===== src/inc/ecg_map.vh =====
// Purpose: Offsets, field positions and codes of the enclave call gatekeeper.
// Assumes: 32-bit APB data, one aligned word per register.
// Notes:   Definitions only.
`ifndef ECG_MAP_VH
`define ECG_MAP_VH

// ----------------------------------------------------------------------
// Register byte offsets
// ----------------------------------------------------------------------
`define ECG_OFF_STATE   8'h00
`define ECG_OFF_FEATURE 8'h04
`define ECG_OFF_CAPS    8'h08
`define ECG_OFF_LEAF    8'h0c
`define ECG_OFF_BMAP_LO 8'h10
`define ECG_OFF_BMAP_HI 8'h14
`define ECG_OFF_PREFIX  8'h18
`define ECG_OFF_OPCODE  8'h1c
`define ECG_OFF_CMD     8'h20
`define ECG_OFF_RESULT  8'h24

// ----------------------------------------------------------------------
// Processor state register fields
// ----------------------------------------------------------------------
`define ECG_ST_PE       0
`define ECG_ST_VM       1
`define ECG_ST_SMM      2
`define ECG_ST_PG       3
`define ECG_ST_NE       4
`define ECG_ST_TS       5
`define ECG_ST_LMA      6
`define ECG_ST_CSL      7
`define ECG_ST_CSD      8
`define ECG_ST_DSDN     9
`define ECG_ST_CPL_LO   10
`define ECG_ST_CPL_HI   11
`define ECG_ST_ENCL     12
`define ECG_ST_HTX      13
`define ECG_ST_UIBT     14
`define ECG_ST_SIBT     15
`define ECG_ST_UWAIT    16
`define ECG_ST_SWAIT    17
`define ECG_ST_VMXOP    18
`define ECG_ST_NROOT    19
`define ECG_ST_VEXEC    20
`define ECG_ST_WIDTH    21
`define ECG_ST_RESET    21'h000000

// Feature control and capability fields.
`define ECG_FC_LOCK     0
`define ECG_FC_ENABLE   1
`define ECG_CAP_BASE    0
`define ECG_CAP_OSS     5

// Prefix register fields.
`define ECG_PF_LOCK     0
`define ECG_PF_OPSZ     1
`define ECG_PF_REP      2
`define ECG_PF_VEX      3
`define ECG_PF_WIDTH    7

// ----------------------------------------------------------------------
// Opcodes, leaves and outcome codes
// ----------------------------------------------------------------------
`define ECG_OPC_USER    24'hd7010f
`define ECG_OPC_HYPER   24'hc0010f
`define ECG_LEAF_ENTER  32'h00000002
`define ECG_LEAF_RESUME 32'h00000003
`define ECG_OUTSIDE_BAD 16'h02b3
`define ECG_USER_MASK   16'h03ff
`define ECG_HYPER_MASK  16'h0007
`define ECG_BMAP_LAST   32'h0000003f

`define ECG_RC_PASS     3'h0
`define ECG_RC_ABORT    3'h1
`define ECG_RC_UD       3'h2
`define ECG_RC_NM       3'h3
`define ECG_RC_GP       3'h4
`define ECG_RC_CP       3'h5
`define ECG_RC_VMEXIT   3'h6
`define ECG_RC_NOTENCL  3'h7

`endif


===== src/core/ecg_gatekeeper.v =====
// Purpose: Precondition checks and dispatch of the two enclave calls.
// Assumes: Processor state is loaded over APB before a check is started.
// Notes:   A write to the command register starts one check; the outcome
//          appears on the outputs two edges after the write is taken.
`timescale 1ns/100ps
`include "ecg_map.vh"

module ecg_gatekeeper (
  input  wire        pclk,
  input  wire        presetn,
  input  wire [7:0]  paddr,
  input  wire        psel,
  input  wire        penable,
  input  wire        pwrite,
  input  wire [31:0] pwdata,
  output reg  [31:0] prdata,
  output reg         pready,
  output reg         pslverr,
  output reg         fault_valid,
  output reg  [2:0]  fault_code,
  output reg         vm_exit_valid,
  output reg         dispatch_valid,
  output reg  [31:0] dispatch_leaf,
  output reg         addr_width64
);

  // ----------------------------------------------------------------------
  // Register storage
  // ----------------------------------------------------------------------
  reg [20:0] state_q;
  reg [1:0]  feature_q;
  reg [5:0]  caps_q;
  reg [31:0] leaf_q;
  reg [63:0] bitmap_q;
  reg [6:0]  prefix_q;
  reg [23:0] opcode_q;
  reg        go_q;
  reg        done_q;
  reg [2:0]  code_q;
  reg        kind_user_q;
  reg        kind_hyper_q;

  wire       access;
  wire       wr_en;
  reg        mapped;
  reg [31:0] rdata;

  // A new access is taken once; the wait state lets prdata come from a flop.
  assign access = psel & penable & ~pready;
  assign wr_en  = access & pwrite;

  // ----------------------------------------------------------------------
  // State field views
  // ----------------------------------------------------------------------
  wire       pe      = state_q[`ECG_ST_PE];
  wire       vm      = state_q[`ECG_ST_VM];
  wire       system_management_state     = state_q[`ECG_ST_SMM];
  wire       pg      = state_q[`ECG_ST_PG];
  wire       ne      = state_q[`ECG_ST_NE];
  wire       ts      = state_q[`ECG_ST_TS];
  wire       lma     = state_q[`ECG_ST_LMA];
  wire       cs_l    = state_q[`ECG_ST_CSL];
  wire       cs_d    = state_q[`ECG_ST_CSD];
  wire       ds_down = state_q[`ECG_ST_DSDN];
  wire [1:0] current_privilege_level     = state_q[`ECG_ST_CPL_HI:`ECG_ST_CPL_LO];
  wire       in_encl = state_q[`ECG_ST_ENCL];
  wire       htx     = state_q[`ECG_ST_HTX];
  wire       u_ibt   = state_q[`ECG_ST_UIBT];
  wire       s_ibt   = state_q[`ECG_ST_SIBT];
  wire       u_wait  = state_q[`ECG_ST_UWAIT];
  wire       s_wait  = state_q[`ECG_ST_SWAIT];
  wire       vmx_op  = state_q[`ECG_ST_VMXOP];
  wire       nroot   = state_q[`ECG_ST_NROOT];
  wire       v_exec  = state_q[`ECG_ST_VEXEC];
  wire       fc_ok   = feature_q[`ECG_FC_LOCK] & feature_q[`ECG_FC_ENABLE];
  wire       base_ok = caps_q[`ECG_CAP_BASE];
  wire       oss_ok  = caps_q[`ECG_CAP_OSS];

  // ----------------------------------------------------------------------
  // Decode and derived conditions
  // ----------------------------------------------------------------------
  // full three-byte opcode match
  wire is_user  = (opcode_q == `ECG_OPC_USER);
  wire is_hyper = (opcode_q == `ECG_OPC_HYPER);

  wire mode64 = lma & cs_l;

  wire bad_pfx = prefix_q[`ECG_PF_LOCK] | prefix_q[`ECG_PF_OPSZ] |
                 prefix_q[`ECG_PF_REP] | prefix_q[`ECG_PF_VEX];

  // Level three is the only user level.
  wire user_lvl = (current_privilege_level == 2'h3);

  wire ibt_on   = user_lvl ? u_ibt : s_ibt;
  wire trk_wait = user_lvl ? u_wait : s_wait;

  wire [31:0] leaf = leaf_q;

  wire user_leaf_ok;
  wire hyper_leaf_ok;

  // Support lookups for each call kind.
  ecg_leaf_check u_user_leaf (
    .leaf  (leaf),
    .mask  (`ECG_USER_MASK),
    .valid (user_leaf_ok)
  );

  ecg_leaf_check u_hyper_leaf (
    .leaf  (leaf),
    .mask  (`ECG_HYPER_MASK),
    .valid (hyper_leaf_ok)
  );

  // Leaf classes used by the enclave-mode checks; a literal cannot be indexed, so name it.
  wire [15:0] outside_bad   = `ECG_OUTSIDE_BAD;
  wire        lf_inner_only = (leaf[31:4] == 28'h0000000) & outside_bad[leaf[3:0]];
  wire lf_outer_only = (leaf == `ECG_LEAF_ENTER) | (leaf == `ECG_LEAF_RESUME);

  // Exiting bitmap bit; leaves above the last slot share it.
  wire [5:0] bmap_idx = (leaf < `ECG_BMAP_LAST) ? leaf[5:0] : 6'h3f;
  wire       bmap_hit = bitmap_q[bmap_idx];

  // ----------------------------------------------------------------------
  // User call outcome
  // ----------------------------------------------------------------------
  reg [2:0] u_code;

  // Each check is tried in its fixed order; the first that hits wins.
  always @* begin
    u_code = `ECG_RC_PASS;
    if (htx) begin
      u_code = `ECG_RC_ABORT;
    end else if (ibt_on & trk_wait &
                 ((leaf != `ECG_LEAF_RESUME) | ts | system_management_state | ~base_ok | ~user_lvl)) begin
      u_code = `ECG_RC_CP;
    end else if (~pe | vm | system_management_state) begin
      u_code = `ECG_RC_UD;
    end else if (~base_ok) begin
      u_code = `ECG_RC_UD;
    end else if (bad_pfx) begin
      u_code = `ECG_RC_UD;
    end else if (ts) begin
      u_code = `ECG_RC_NM;
    end else if (~user_lvl) begin
      u_code = `ECG_RC_UD;
    end else if (~fc_ok) begin
      u_code = `ECG_RC_GP;
    end else if (~user_leaf_ok) begin
      u_code = `ECG_RC_GP;
    end else if (~pg | ~ne) begin
      u_code = `ECG_RC_GP;
    end else if (~mode64 & ~cs_d) begin
      u_code = `ECG_RC_GP;
    end else if (in_encl & lf_outer_only) begin
      u_code = `ECG_RC_GP;
    end else if (~in_encl & lf_inner_only) begin
      u_code = `ECG_RC_GP;
    end
  end

  // ----------------------------------------------------------------------
  // Hypervisor call outcome
  // ----------------------------------------------------------------------
  reg [2:0] v_code;

  // Same first-hit ordering for the hypervisor call.
  always @* begin
    v_code = `ECG_RC_PASS;
    if (htx) begin
      v_code = `ECG_RC_ABORT;
    end else if (~pe | vm | system_management_state | ~vmx_op) begin
      v_code = `ECG_RC_UD;
    end else if (~oss_ok) begin
      v_code = `ECG_RC_UD;
    end else if (bad_pfx) begin
      v_code = `ECG_RC_UD;
    end else if (current_privilege_level != 2'h0) begin
      v_code = `ECG_RC_UD;
    end else if (nroot & ~v_exec) begin
      v_code = `ECG_RC_UD;
    end else if (nroot & v_exec & bmap_hit) begin
      v_code = `ECG_RC_VMEXIT;
    end else if (~fc_ok) begin
      v_code = `ECG_RC_GP;
    end else if (~hyper_leaf_ok) begin
      v_code = `ECG_RC_GP;
    end else if (~pg) begin
      v_code = `ECG_RC_GP;
    end else if (~mode64 & ds_down) begin
      v_code = `ECG_RC_GP;
    end
  end

  // Final outcome; anything that is neither call is simply not ours.
  wire [2:0] eval_code = is_user  ? u_code :
                         is_hyper ? v_code : `ECG_RC_NOTENCL;

  // ----------------------------------------------------------------------
  // APB read decode
  // ----------------------------------------------------------------------
  // Unmapped offsets read zero and raise pslverr.
  always @* begin
    rdata  = 32'h00000000;
    mapped = 1'b1;
    case (paddr)
      `ECG_OFF_STATE:   rdata = {11'h000, state_q};
      `ECG_OFF_FEATURE: rdata = {30'h00000000, feature_q};
      `ECG_OFF_CAPS:    rdata = {26'h0000000, caps_q};
      `ECG_OFF_LEAF:    rdata = leaf_q;
      `ECG_OFF_BMAP_LO: rdata = bitmap_q[31:0];
      `ECG_OFF_BMAP_HI: rdata = bitmap_q[63:32];
      `ECG_OFF_PREFIX:  rdata = {25'h0000000, prefix_q};
      `ECG_OFF_OPCODE:  rdata = {8'h00, opcode_q};
      `ECG_OFF_CMD:     rdata = 32'h00000000;
      `ECG_OFF_RESULT:  rdata = {25'h0000000, kind_hyper_q, kind_user_q,
                                 addr_width64, done_q, code_q};
      default:          mapped = 1'b0;
    endcase
  end

  // ----------------------------------------------------------------------
  // APB handshake and register writes
  // ----------------------------------------------------------------------
  // One wait state per access; writes to read-only words are dropped.
  always @(posedge pclk or negedge presetn) begin
    if (!presetn) begin
      pready    <= 1'b0;
      pslverr   <= 1'b0;
      prdata    <= 32'h00000000;
      state_q   <= `ECG_ST_RESET;
      feature_q <= 2'h0;
      caps_q    <= 6'h00;
      leaf_q    <= 32'h00000000;
      bitmap_q  <= 64'h0000000000000000;
      prefix_q  <= 7'h00;
      opcode_q  <= 24'h000000;
      go_q      <= 1'b0;
    end else begin
      pready  <= access;
      pslverr <= access & ~mapped;
      go_q    <= wr_en & (paddr == `ECG_OFF_CMD);
      if (access) begin
        prdata <= pwrite ? 32'h00000000 : rdata;
      end
      if (wr_en) begin
        case (paddr)
          `ECG_OFF_STATE:   state_q   <= pwdata[20:0];
          `ECG_OFF_FEATURE: feature_q <= pwdata[1:0];
          `ECG_OFF_CAPS:    caps_q    <= pwdata[5:0];
          `ECG_OFF_LEAF:    leaf_q    <= pwdata;
          `ECG_OFF_BMAP_LO: bitmap_q[31:0]  <= pwdata;
          `ECG_OFF_BMAP_HI: bitmap_q[63:32] <= pwdata;
          // ignored prefixes kept only for readback
          `ECG_OFF_PREFIX:  prefix_q  <= pwdata[6:0];
          `ECG_OFF_OPCODE:  opcode_q  <= pwdata[23:0];
          default:          prefix_q  <= prefix_q;
        endcase
      end
    end
  end

  // ----------------------------------------------------------------------
  // Check result and pipeline outputs
  // ----------------------------------------------------------------------
  // The check runs the cycle after the command write, on settled registers.
  // A completion beats a command write that lands in the same cycle.
  always @(posedge pclk or negedge presetn) begin
    if (!presetn) begin
      done_q         <= 1'b0;
      code_q         <= `ECG_RC_PASS;
      kind_user_q    <= 1'b0;
      kind_hyper_q   <= 1'b0;
      fault_valid    <= 1'b0;
      fault_code     <= `ECG_RC_PASS;
      vm_exit_valid  <= 1'b0;
      dispatch_valid <= 1'b0;
      dispatch_leaf  <= 32'h00000000;
      addr_width64   <= 1'b0;
    end else begin
      fault_valid    <= 1'b0;
      vm_exit_valid  <= 1'b0;
      dispatch_valid <= 1'b0;
      if (go_q) begin
        done_q        <= 1'b1;
        code_q        <= eval_code;
        kind_user_q   <= is_user;
        kind_hyper_q  <= is_hyper;
        fault_code    <= eval_code;
        addr_width64  <= mode64;
        fault_valid   <= (eval_code != `ECG_RC_PASS) &
                         (eval_code != `ECG_RC_VMEXIT);
        vm_exit_valid <= (eval_code == `ECG_RC_VMEXIT);
        dispatch_valid <= (eval_code == `ECG_RC_PASS);
        dispatch_leaf  <= leaf;
      end else if (wr_en & (paddr == `ECG_OFF_CMD)) begin
        done_q <= 1'b0;
      end
    end
  end

endmodule


===== src/core/ecg_leaf_check.v =====
// Purpose: Tells whether a leaf index is defined and supported.
// Assumes: Leaves above 15 are never supported.
// Notes:   Pure combinational lookup against a support mask.
`timescale 1ns/100ps

module ecg_leaf_check (
  input  wire [31:0] leaf,
  input  wire [15:0] mask,
  output wire        valid
);

  // A leaf is valid only when small and marked in the support mask.
  assign valid = (leaf[31:4] == 28'h0000000) & mask[leaf[3:0]];

endmodule


===== config.mk =====
export PLATFORM = sky130hd
export DESIGN_NAME = ecg_gatekeeper
export DESIGN_NICKNAME = d
export VERILOG_FILES = /design/src/core/ecg_gatekeeper.v /design/src/core/ecg_leaf_check.v
export VERILOG_INCLUDE_DIRS = /design/src /design/src/inc
export SDC_FILE = /design/constraint.sdc
export NUM_CORES = 1
export LEC_CHECK = 0
export ABC_AREA = 1
export BUFFER_PORTS_ARGS = -buffer_cell sky130_fd_sc_hd__buf_2
export CAP_MARGIN = 0
export CORE_MARGIN = 2
export CORE_UTILIZATION = 55
export CTS_BUF_LIST = sky130_fd_sc_hd__clkbuf_4 sky130_fd_sc_hd__clkbuf_8
export DETAILED_ROUTE_END_ITERATION = 7
export PLACE_DENSITY = 0.79
export SYNTH_ARGS = -nofsm -noshare
export SYNTH_HDL_FRONTEND = slang
export SYNTH_SLANG_ARGS = --single-unit

===== constraint.sdc =====
create_clock -name pclk -period 2.3 [get_ports pclk]
set_input_delay 0.23 -clock pclk [delete_from_list [all_inputs] [get_ports pclk]]
set_output_delay 0.23 -clock pclk [all_outputs]
set_load 0.005 [all_outputs]

## After elaboration in Yosys (flattened, before gate mapping)

Memories as Yosys holds them, arrays and structs flattened.
Cells that the tools add are included.

| storage, ports and cells | value |
|---|---|
| register bits after elaboration | 233 |
| bits in read-only memories | 48 |
| input port bits | 45 |
| output and inout port bits | 73 |
| logic and storage cells | 145 |
| memories | 3 |

| operators by class | value |
|---|---|
| order comparisons | 3 |
| equality and inequality tests | 17 |
| multiplexer cells | 42 |
| bitwise gates (word level) | 44 |
| reduce and logical (&&, ||, !) cells | 15 |

Memory list:

| name | depth | width | read ports | clocked after memory_dff | write ports | line | RTL |
|---|---|---|---|---|---|---|---|
| (no name shown) | 16 | 1 | 1 | 0 | 0 | ecg_leaf_check.v:13 | `assign valid = (leaf[31:4] == 28'h0000000) & mask[leaf[3:0]];` |
| (no name shown) | 16 | 1 | 1 | 0 | 0 | ecg_leaf_check.v:13 |  |
| (no name shown) | 16 | 1 | 1 | 0 | 0 | ecg_gatekeeper.v:117 | `wire lf_inner_only = (leaf[31:4] == 28'h0000000) & outside_bad[leaf[3:0]];` |

Operator list:

| cell | count |
|---|---|
| $pmux 32 s9 | 1 |
| $mux 3 | 26 |
| $eq 32x2->1 const B | 2 |
| $eq 24x24->1 const B | 2 |
| $eq 8x5->1 const B | 4 |
| $lt 32x6->1 const B | 1 |
| $mux 32 | 1 |
| $ne 32x2->1 const B | 1 |
| $logic_not 28->1 | 1 |
| $and 1x1->1 | 20 |
| $eq 8x4->1 const B | 2 |
| $eq 8x6->1 const B | 2 |
| $reduce_and 2->1 | 8 |
| $mux 1 | 12 |
| $not 1->1 | 12 |
| $or 1x1->1 | 12 |
| $reduce_or 10->1 | 1 |
| $eq 8x3->1 const B | 1 |
| $logic_not 8->1 | 1 |
| $lt 6x7->1 const B | 1 |
| $bmux 1 s6 | 1 |
| $mux 6 | 1 |
| $lt 4x5->1 const B | 1 |
| $reduce_bool 2->1 | 2 |
| other kinds (5) | 5 |

## Longest topological paths before layout

Gate-level depths: netlist of run 1.

| logic depth | value |
|---|---|
| depth in word-level cells | 21 |
| depth in mapped cells | 22 |
| mapped depth without buffers | 20 |

## By module

From an unflattened synthesis of run 1, not the netlist that was laid out.

| unflattened totals | value |
|---|---|
| cell total of the unflattened synthesis | 1409 |
| area, all modules | 11249.5 µm² |

Modules (own cells, without submodules):

| module | instances | cells each | area each (µm²) | sequential area each (µm²) |
|---|---|---|---|---|
| ecg_gatekeeper | 1 | 1279 | 10681.5 | 5830.6 |
| ecg_leaf_check | 2 | 65 | 284.0 | 0.0 |

## Worst setup path before layout of run 1

No wires, ideal clock.

| timing | value |
|---|---|
| path kind | reg2reg |
| start point | register leaf_q[0], in the netlist leaf[0] |
| end point | register fault_valid |
| library setup time | 0.118 ns |
| arrival time | 2.033 ns |
| data required time | 2.182 ns |
| setup slack | 0.149 ns |
| cell stages (with the launch flop) | 21 |
| path buffers | 2 |
| period minus slack after synthesis | 2.151 ns |
| path through | dfrtp_1 > buf_6 > nand2_1 > nor2_1 > nand2_1 > nand3_4 > nor2_8 > buf_2 > nand3_1 > nand3_1 > nand3_1 > nand3_1 > nand3_1 > nand3_1 > nand3_1 > nand2_1 > nand2_1 > nand2_1 > nand2_2 > nor2_1 > nor2_1 |

| on the way | value |
|---|---|
| word-level cells in the longest chain between the ends | 21 |
| elaborated cells on any way between the ends | 53 |
| those cells by class | order compare (1); eq/ne (4); mux (31); bitwise (13); reduce/logical (1); memory (3) |

RTL lines:

| item | line | RTL |
|---|---|---|
| start: declaration | ecg_gatekeeper.v:33 | `reg [31:0] leaf_q;` |
| start signal: assignment | ecg_gatekeeper.v:251 | `` `ECG_OFF_LEAF: leaf_q <= pwdata; `` |
| branches (longest 17 deep; another with $lt 32x6->1) | n/a |  |
| $mux 3 (no line) * | n/a |  |
| $ne 3x3->1 (no line) or $reduce_bool 3->1 (tied branches) | n/a |  |
| $and 1x1->1 * | ecg_gatekeeper.v:291 | `` fault_valid <= (eval_code != `ECG_RC_PASS) & `` |
| $mux 1 * | ecg_gatekeeper.v:284 | `if (go_q) begin` |
| end signal: assignment | ecg_gatekeeper.v:291 |  |
| end: declaration | ecg_gatekeeper.v:19 | `output reg fault_valid,` |

Mark *: on every way between the ends. The select of a mux whose other input is x is not followed.
A chain may end at the register's enable or synchronous reset.

## Worst setup path in the final report of run 1

| timing | value |
|---|---|
| start point | register leaf_q[11], in the netlist leaf[11] |
| end point | register code_q[2] |

| on the way | value |
|---|---|
| word-level cells in the longest chain between the ends | 17 |
| elaborated cells on any way between the ends | 44 |
| those cells by class | order compare (1); eq/ne (3); mux (27); bitwise (12); reduce/logical (1) |

RTL lines:

| item | line | RTL |
|---|---|---|
| branches (longest 16 deep; another with $lt 32x6->1) | n/a |  |
| $mux 3 (no line) * | n/a |  |
| end signal: assignment | ecg_gatekeeper.v:271 | `` code_q <= `ECG_RC_PASS; `` |
| end signal: assignment | ecg_gatekeeper.v:286 | `code_q <= eval_code;` |
| end: declaration | ecg_gatekeeper.v:39 | `reg [2:0] code_q;` |

Marked as above.

==> results.ini, run 1 <==
[sta]
final_hold_viol_count=0
layout_setup_ws_ps=-305
period_needed_ps=2600
final.setup_skew_ps=19.9
worst_slew_pin_slew_ps=679
setup_viol=5
fmax_ghz=0.384
finalSetupTns_ps=-1310
fin_crit_sh_pct=113
drv_slew=0
rsz0062_at_grt=true
slew-limit-headroom_pct=54.8

[worst_setup_path]
setup.worst_path.end_class=register
path_depth=18
arrival_ps=3030
worstPathMaxFanout=5
cpPeakStageDelay_ps=380
crit_required_ps=2720
path_delay_family=simple AND/OR/NAND/NOR gates
cp.buffers_inverters=4
critPathLaunchType=register
cp_cell_sequence=nor2_1, nand2_1, nor2_2, nand3_4, nor2_8, buf_6, nand2_4, nor2_4, nand2_2, nor3_4, o21ai_2, inv_2, nand2_1, a31oi_4, nand2_2, buf_4, o21ai_1, inv_1
critical_path_class=reg2reg
slowest_stage=dfrtp_1
r2r_cells=18

[die]
ios=118
die_area_um2=20500
initial_core_util_pct=56.5
core-area_um2=18900
dieHeight_um=143
rows=50
die_width_um=143

[routing]
first_pass_iters=6
num_vias=10092
antenna_left=0
totalWireLength_um=32100
drt-vias-per-instance=5.72
route.detailed.drc=0
routed_wire_length_per_instance_um=18.2
first_iter_violations=964

[logic_synthesis]
yosys.area_share.simple_pct=21.5
synth_edf_count=0
synthTopCellsByArea=dfrtp_1 55%, nand2_1 12%, o21ai_0 11%
synth-seq-cells=233
ys_seq_area_share_pct=54.6
synth_top_area_share_pct=54.6
synth-main-ff-cell=dfrtp_1
synth_top_family_by_area=simple AND/OR/NAND/NOR gates
async_flop_share_pct=100
synth_top_area_cell=dfrtp_1
synth_fa_ha_area_share_pct=0
synth_mux_area_share_pct=0
yosysWarnings=0
syn_avg_cell_area_um2=8.33
synth.most_common_cell=nand2_1
syn_inst=1281
synth_compound_area_share_pct=16.8
syn_area_um2=10700
synth_xor_area_share_pct=0
yosysUniqueCellTypes=33
synth_fp_nets=1326
netlist_top_cells_count=349 x nand2_1, 244 x o21ai_0, 233 x dfrtp_1

[final_layout]
insertedDiodeCount=0
fillers=1512
layout-drive-gt1-share_pct=24.5
finalNetCount=1528
area_delta_synth_final_pct=26.3

[cts]
clkTransAtPathRegs_ps=60
cts_sinks=233
clk_path_buf_depth=3
numCtsBuffers=39
cts_tree=yes
cts_root_buf=clkbuf_8
cts.htree.levels=2
clk-insertion-delay-late_ps=530

[placement]
portBuffers=117
place_ws_ps=-481
dp_hpwl_um=22000
gp_congestion=0.929

[global_routing]
overflow=0
grt_pass1_vias=9564
grt_usage_pct=31.8
grt_max_degree=82
antenna_found_initial=0
grt_pass1_wl_um=50700

[power]
finalPower_mw=9.18
ir_drop_mv=0.482
p_leak_nw=6.53
power_density_nw_per_um2=681

[run_status]
status=finished, violations left
violations=negative setup slack

[worst_hold_path]
min_path_type=in2reg
min_path_cells=3

[run]
max_cap_violations=0

[flip-flops by register name, indices dropped and copies added, names as in the netlist, 2 cells and up]
signal,flops
opcode_q,24
code_q,3
prefix_q,7
dispatch_leaf,32
feature_q,2
prdata,32
state_q,21
caps_q,6
bitmap_q,64
leaf,32
[cells by family (layout without fill, tap and decap cells)]
logic type	Yosys count	in the layout
compound gates	320	320
buf+inv	186	407
flops	233	233
simple gates	542	545
[what timing repair did]
item / 4_1_cts / 5_1_grt
setup endpoints to repair: 6 / 7
cloned: 1 / 3
pin swaps: 16 / 29
hold buffers: 5 / 0
endpoints found under the hold margin: 76 / 0
gates resized for setup: 27 / 70
setup buffers: 10 / 4
[through the flow]
| stage | instances | hold slack [ps] | utilization (%) | cell area [µm²] |
|---|---|---|---|---|
| finish | 1765 | 11.3 | 71.4 | 13500 |
| global route | 1765 | 19.5 | 71.4 | 13500 |
| CTS | 1758 | 0.158 | 69.4 | 13100 |
| detailed placement | 1679 | 267 | 63.8 | 12100 |
| global placement | 1679 | 268 | 63.8 | 12100 |
| floorplan | 1281 | -65.6 | - | 10700 |
[layout make-up]
cell class | instances | area, µm² | share of cell area, %
Multi-Input combinational cell | 865 | 4480 | 33.3
Clock buffer | 59 | 731 | 5.42
Timing Repair Buffer | 223 | 1570 | 11.6
Inverter | 121 | 470 | 3.49
Clock inverter | 4 | 72.6 | 0.538
Tap cell | 260 | 325 | 2.41
Sequential cell | 233 | 5830 | 43.2
[where the power goes]
group | switching (mW) | internal [mW] | total (mW)
registers | 0.0341 | 4.14 | 4.17
clock network | 1.59 | 2.23 | 3.82
logic | 0.699 | 0.485 | 1.18
total | 2.32 | 6.86 | 9.18
[path summary, 6_finish.rpt]
path | startpoint | end | slack (ps)
min in group asynchronous | presetn | prdata[7]$_DFFE_PN0P_ | 290
worst max-delay path | leaf[11]$_DFFE_PN0P_ | code_q[2]$_DFFE_PN0P_ | -300
max in group asynchronous | presetn | bitmap_q[44]$_DFFE_PN0P_ | 1280
worst max register to register | leaf[11]$_DFFE_PN0P_ | code_q[2]$_DFFE_PN0P_ | -300
worst min register to register | dispatch_leaf[25]$_DFFE_PN0P_ | dispatch_leaf[25]$_DFFE_PN0P_ | 470
worst min-delay path | pwdata[26] | bitmap_q[26]$_DFFE_PN0P_ | 10
[metal layers]
layer / up-vias / GRT usage (%) / share of wire (%)
met5: - / 0 / 0
met4: 0 / 12.5 / 3.8
met3: 95 / 6.26 / 8.6
met2: 527 / 50.4 / 47
met1: 4786 / 43.5 / 41
li1: 4684 / - / -
[cell usage in the layout, fill, tap and decap left out, drive strengths merged, types with 8 or more instances in the layout]
cell type	Yosys	routed
clkbuf	55	60
a211oi	13	13
a22o	15	15
nor3	11	11
a21oi	15	15
dfrtp	233	233
o21ai	246	246
nor2	54	54
inv	118	119
nand4	8	8
nand2	355	358
nand3	110	110
a221oi	16	16
buf	10	217
[worst reg2reg max path, cell delays in order, from the launching register on]
cell and delay [ps]:
dfrtp_1 380, nor2_1 110, nand2_1 90, nor2_2 140, nand3_4 150, nor2_8 190
buf_6 130, nand2_4 50, nor2_4 120, nand2_2 80, nor3_4 150, o21ai_2 100
inv_2 90, nand2_1 110, a31oi_4 240, nand2_2 100, buf_4 150, o21ai_1 100
inv_1 50
Power figures use the tool's default switching activity.
==> run 2: changes to the inputs <==
--- a/config.mk
+++ b/config.mk
@@ -14,6 +14,7 @@
 export CTS_BUF_LIST = sky130_fd_sc_hd__clkbuf_4 sky130_fd_sc_hd__clkbuf_8
 export DETAILED_ROUTE_END_ITERATION = 7
 export PLACE_DENSITY = 0.79
+export RECOVER_POWER = 50
 export SYNTH_ARGS = -nofsm -noshare
 export SYNTH_HDL_FRONTEND = slang
 export SYNTH_SLANG_ARGS = --single-unit
==> run 2 against run 1 <==
  * Sequential power barely moved
  * Wire length barely moved
  * Highest routed layer unchanged
  * The flow still finishes with violations (negative setup slack)
  * Sequential cell count did not move
==> results.ini, run 2 (synthesized netlist as in run 1, its figures left out) <==
[worst_setup_path]
setup.worst_path.end_class=register  ; unchanged
critPathLaunchType=register  ; unchanged
arrival_ps=3020  ; was 3030 ps
reg2reg_from=leaf[11]$_DFFE_PN0P_  ; unchanged
critical_path_class=reg2reg  ; unchanged
crit_required_ps=2720  ; about the same
r2r_cells=18  ; unchanged
worstPathMaxFanout=5  ; unchanged
r2r_end=code_q[2]$_DFFE_PN0P_  ; unchanged
rrSetupSlack_ps=-300  ; about the same

[die]
ios=118  ; unchanged
dieHeight_um=143  ; unchanged
rows=50  ; unchanged
core-area_um2=18900  ; unchanged
initial_core_util_pct=56.5  ; unchanged
die_area_um2=20500  ; unchanged
die_width_um=143  ; unchanged

[sta]
slew-limit-headroom_pct=23.2  ; was 54.8%
final.setup_skew_ps=22.9  ; was 19.9 ps
final_hold_viol_count=0  ; unchanged
finalSetupTns_ps=-1360  ; was -1310 ps
fin_crit_sh_pct=113  ; about the same
fmax_ghz=0.385  ; was 0.384 GHz
layout_setup_ws_ps=-298  ; was -305 ps
worst_slew_pin_slew_ps=1150  ; was 679 ps
whs_ps=13.2  ; was 11.3 ps
rsz0062_at_grt=true  ; unchanged
setup_viol=5  ; unchanged
drv_slew=0  ; unchanged
period_needed_ps=2600  ; about the same

[power]
finalPower_mw=9.17  ; was 9.18 mW
p_leak_nw=6.49  ; was 6.53 nW
ir_drop_mv=0.482  ; about the same
power_density_nw_per_um2=683  ; was 681 nW/µm²

[global_routing]
grt_pass1_wl_um=50700  ; unchanged
grt_pass1_vias=9564  ; unchanged
antenna_found_initial=0  ; unchanged
grt_use_met1_pct=43.5  ; unchanged
grt_max_degree=82  ; unchanged
grt_use_met3_pct=6.26  ; unchanged
use_met2_pct=50.4  ; unchanged
overflow=0  ; unchanged
grt.busiest_layer=met2  ; unchanged
grt_usage_pct=31.8  ; unchanged

[routing]
antenna_left=0  ; unchanged
first_pass_iters=5  ; was 6
drt-vias-per-instance=5.70  ; was 5.72
first_iter_violations=882  ; was 964
num_vias=10067  ; was 10092
totalWireLength_um=32100  ; about the same
routed_wire_length_per_instance_um=18.2  ; about the same
route.detailed.drc=0  ; unchanged

[cts]
clk_path_buf_depth=3  ; unchanged
clkTransAtPathRegs_ps=60  ; about the same
cts.htree.levels=2  ; unchanged
cts_root_buf=clkbuf_8  ; unchanged
cts_sinks=233  ; unchanged
clk-insertion-delay-late_ps=530  ; about the same
numCtsBuffers=39  ; unchanged
cts_tree=yes  ; unchanged

[placement]
portBuffers=117  ; unchanged
dp_hpwl_um=22000  ; unchanged
place_ws_ps=-481  ; unchanged
dp.cells=1679  ; unchanged
gp_congestion=0.929  ; unchanged

[final_layout]
final_common_cell=nand2_1  ; unchanged
fillers=1527  ; was 1512
largest_reg_flops=64  ; unchanged
layout-drive-gt1-share_pct=24.2  ; was 24.5%
layoutNonFillerInstCount=1765  ; unchanged
area_delta_synth_final_pct=25.7  ; was 26.3%
regMostFlops=bitmap_q  ; unchanged
layout_common_cells=337 x nand2_1, 241 x o21ai_0, 233 x dfrtp_1  ; unchanged
finalNetCount=1528  ; unchanged
insertedDiodeCount=0  ; unchanged

[worst_hold_path]
min_from=pwdata[26]  ; unchanged
min_path_type=in2reg  ; unchanged
min_path_cells=3  ; unchanged
hold-path-endpoint=bitmap_q[26]$_DFFE_PN0P_  ; unchanged

[run_status]
status=finished, violations left  ; unchanged
violations=negative setup slack  ; unchanged

[run]
max_cap_violations=0  ; unchanged

[run 2: cell type report]
cell class,count,area [µm²],area share [%]
tap,260,325,2.43
multi-input combinational,865,4480,33.4
inverter,121,470,3.51
timing repair buffer,223,1500,11.2
clock inverter,4,72.6,0.541
clock buffer,59,731,5.45
sequential,233,5830,43.5
[run 2: how the worst max path moves through the flow]
stage / endpoint / start / cells after the start / slack, ps
global route: code_q[1]$_DFFE_PN0P_ / leaf[14]$_DFFE_PN0P_ / 20 / -460
CTS: fault_valid$_DFF_PN0_ / leaf[10]$_DFFE_PN0P_ / 17 / -240
finish: code_q[2]$_DFFE_PN0P_ / leaf[11]$_DFFE_PN0P_ / 18 / -300
floorplan: fault_valid$_DFF_PN0_ / leaf[0]$_DFFE_PN0P_ / 20 / 150
detailed placement: fault_valid$_DFF_PN0_ / leaf[19]$_DFFE_PN0P_ / 17 / -480
global placement: fault_valid$_DFF_PN0_ / leaf[17]$_DFFE_PN0P_ / 18 / -400
[run 2: power by group]
| part | internal, mW | switching [mW] |
|---|---|---|
| logic | 0.472 | 0.701 |
| clock network | 2.23 | 1.59 |
| registers | 4.14 | 0.0343 |
[run 2: what timing repair did]
action / CTS / global route
endpoints found under the hold margin: 76 / 0
buffers inserted: 10 / 4
pin swaps: 16 / 29
hold buffers: 5 / 0
setup endpoints to repair: 6 / 7
resized for setup: 27 / 70
gates cloned: 1 / 3
[run 2: stage by stage]
step           instance area, µm²  util, %
5_1_grt                     13400     71.0
3_3_place_gp                12100     63.8
3_5_place_dp                12100     63.8
6_report                    13400     71.0
2_1_floorplan               10700        -
4_1_cts                     13100     69.4
[run 2: routing by layer]
| layer | wire length, µm | vias up |
|---|---|---|
| met2 | 15100 | 489 |
| met1 | 13100 | 4809 |
| li1 | - | 4681 |
| met4 | 1130 | 0 |
| met3 | 2750 | 88 |
| met5 | 0 | - |
[run 2: worst max-delay path, cell delays in order (launching register included)]
cell and delay, ps:
dfrtp_1 380, nor2_1 110, nand2_1 80, nor2_2 140
nand3_4 150, nor2_8 180, buf_6 130, nand2_4 50
nor2_4 120, nand2_2 80, nor3_4 150, o21ai_2 100
inv_2 90, nand2_1 100, a31oi_4 240, nand2_2 100
buf_4 150, o21ai_1 100, inv_1 50
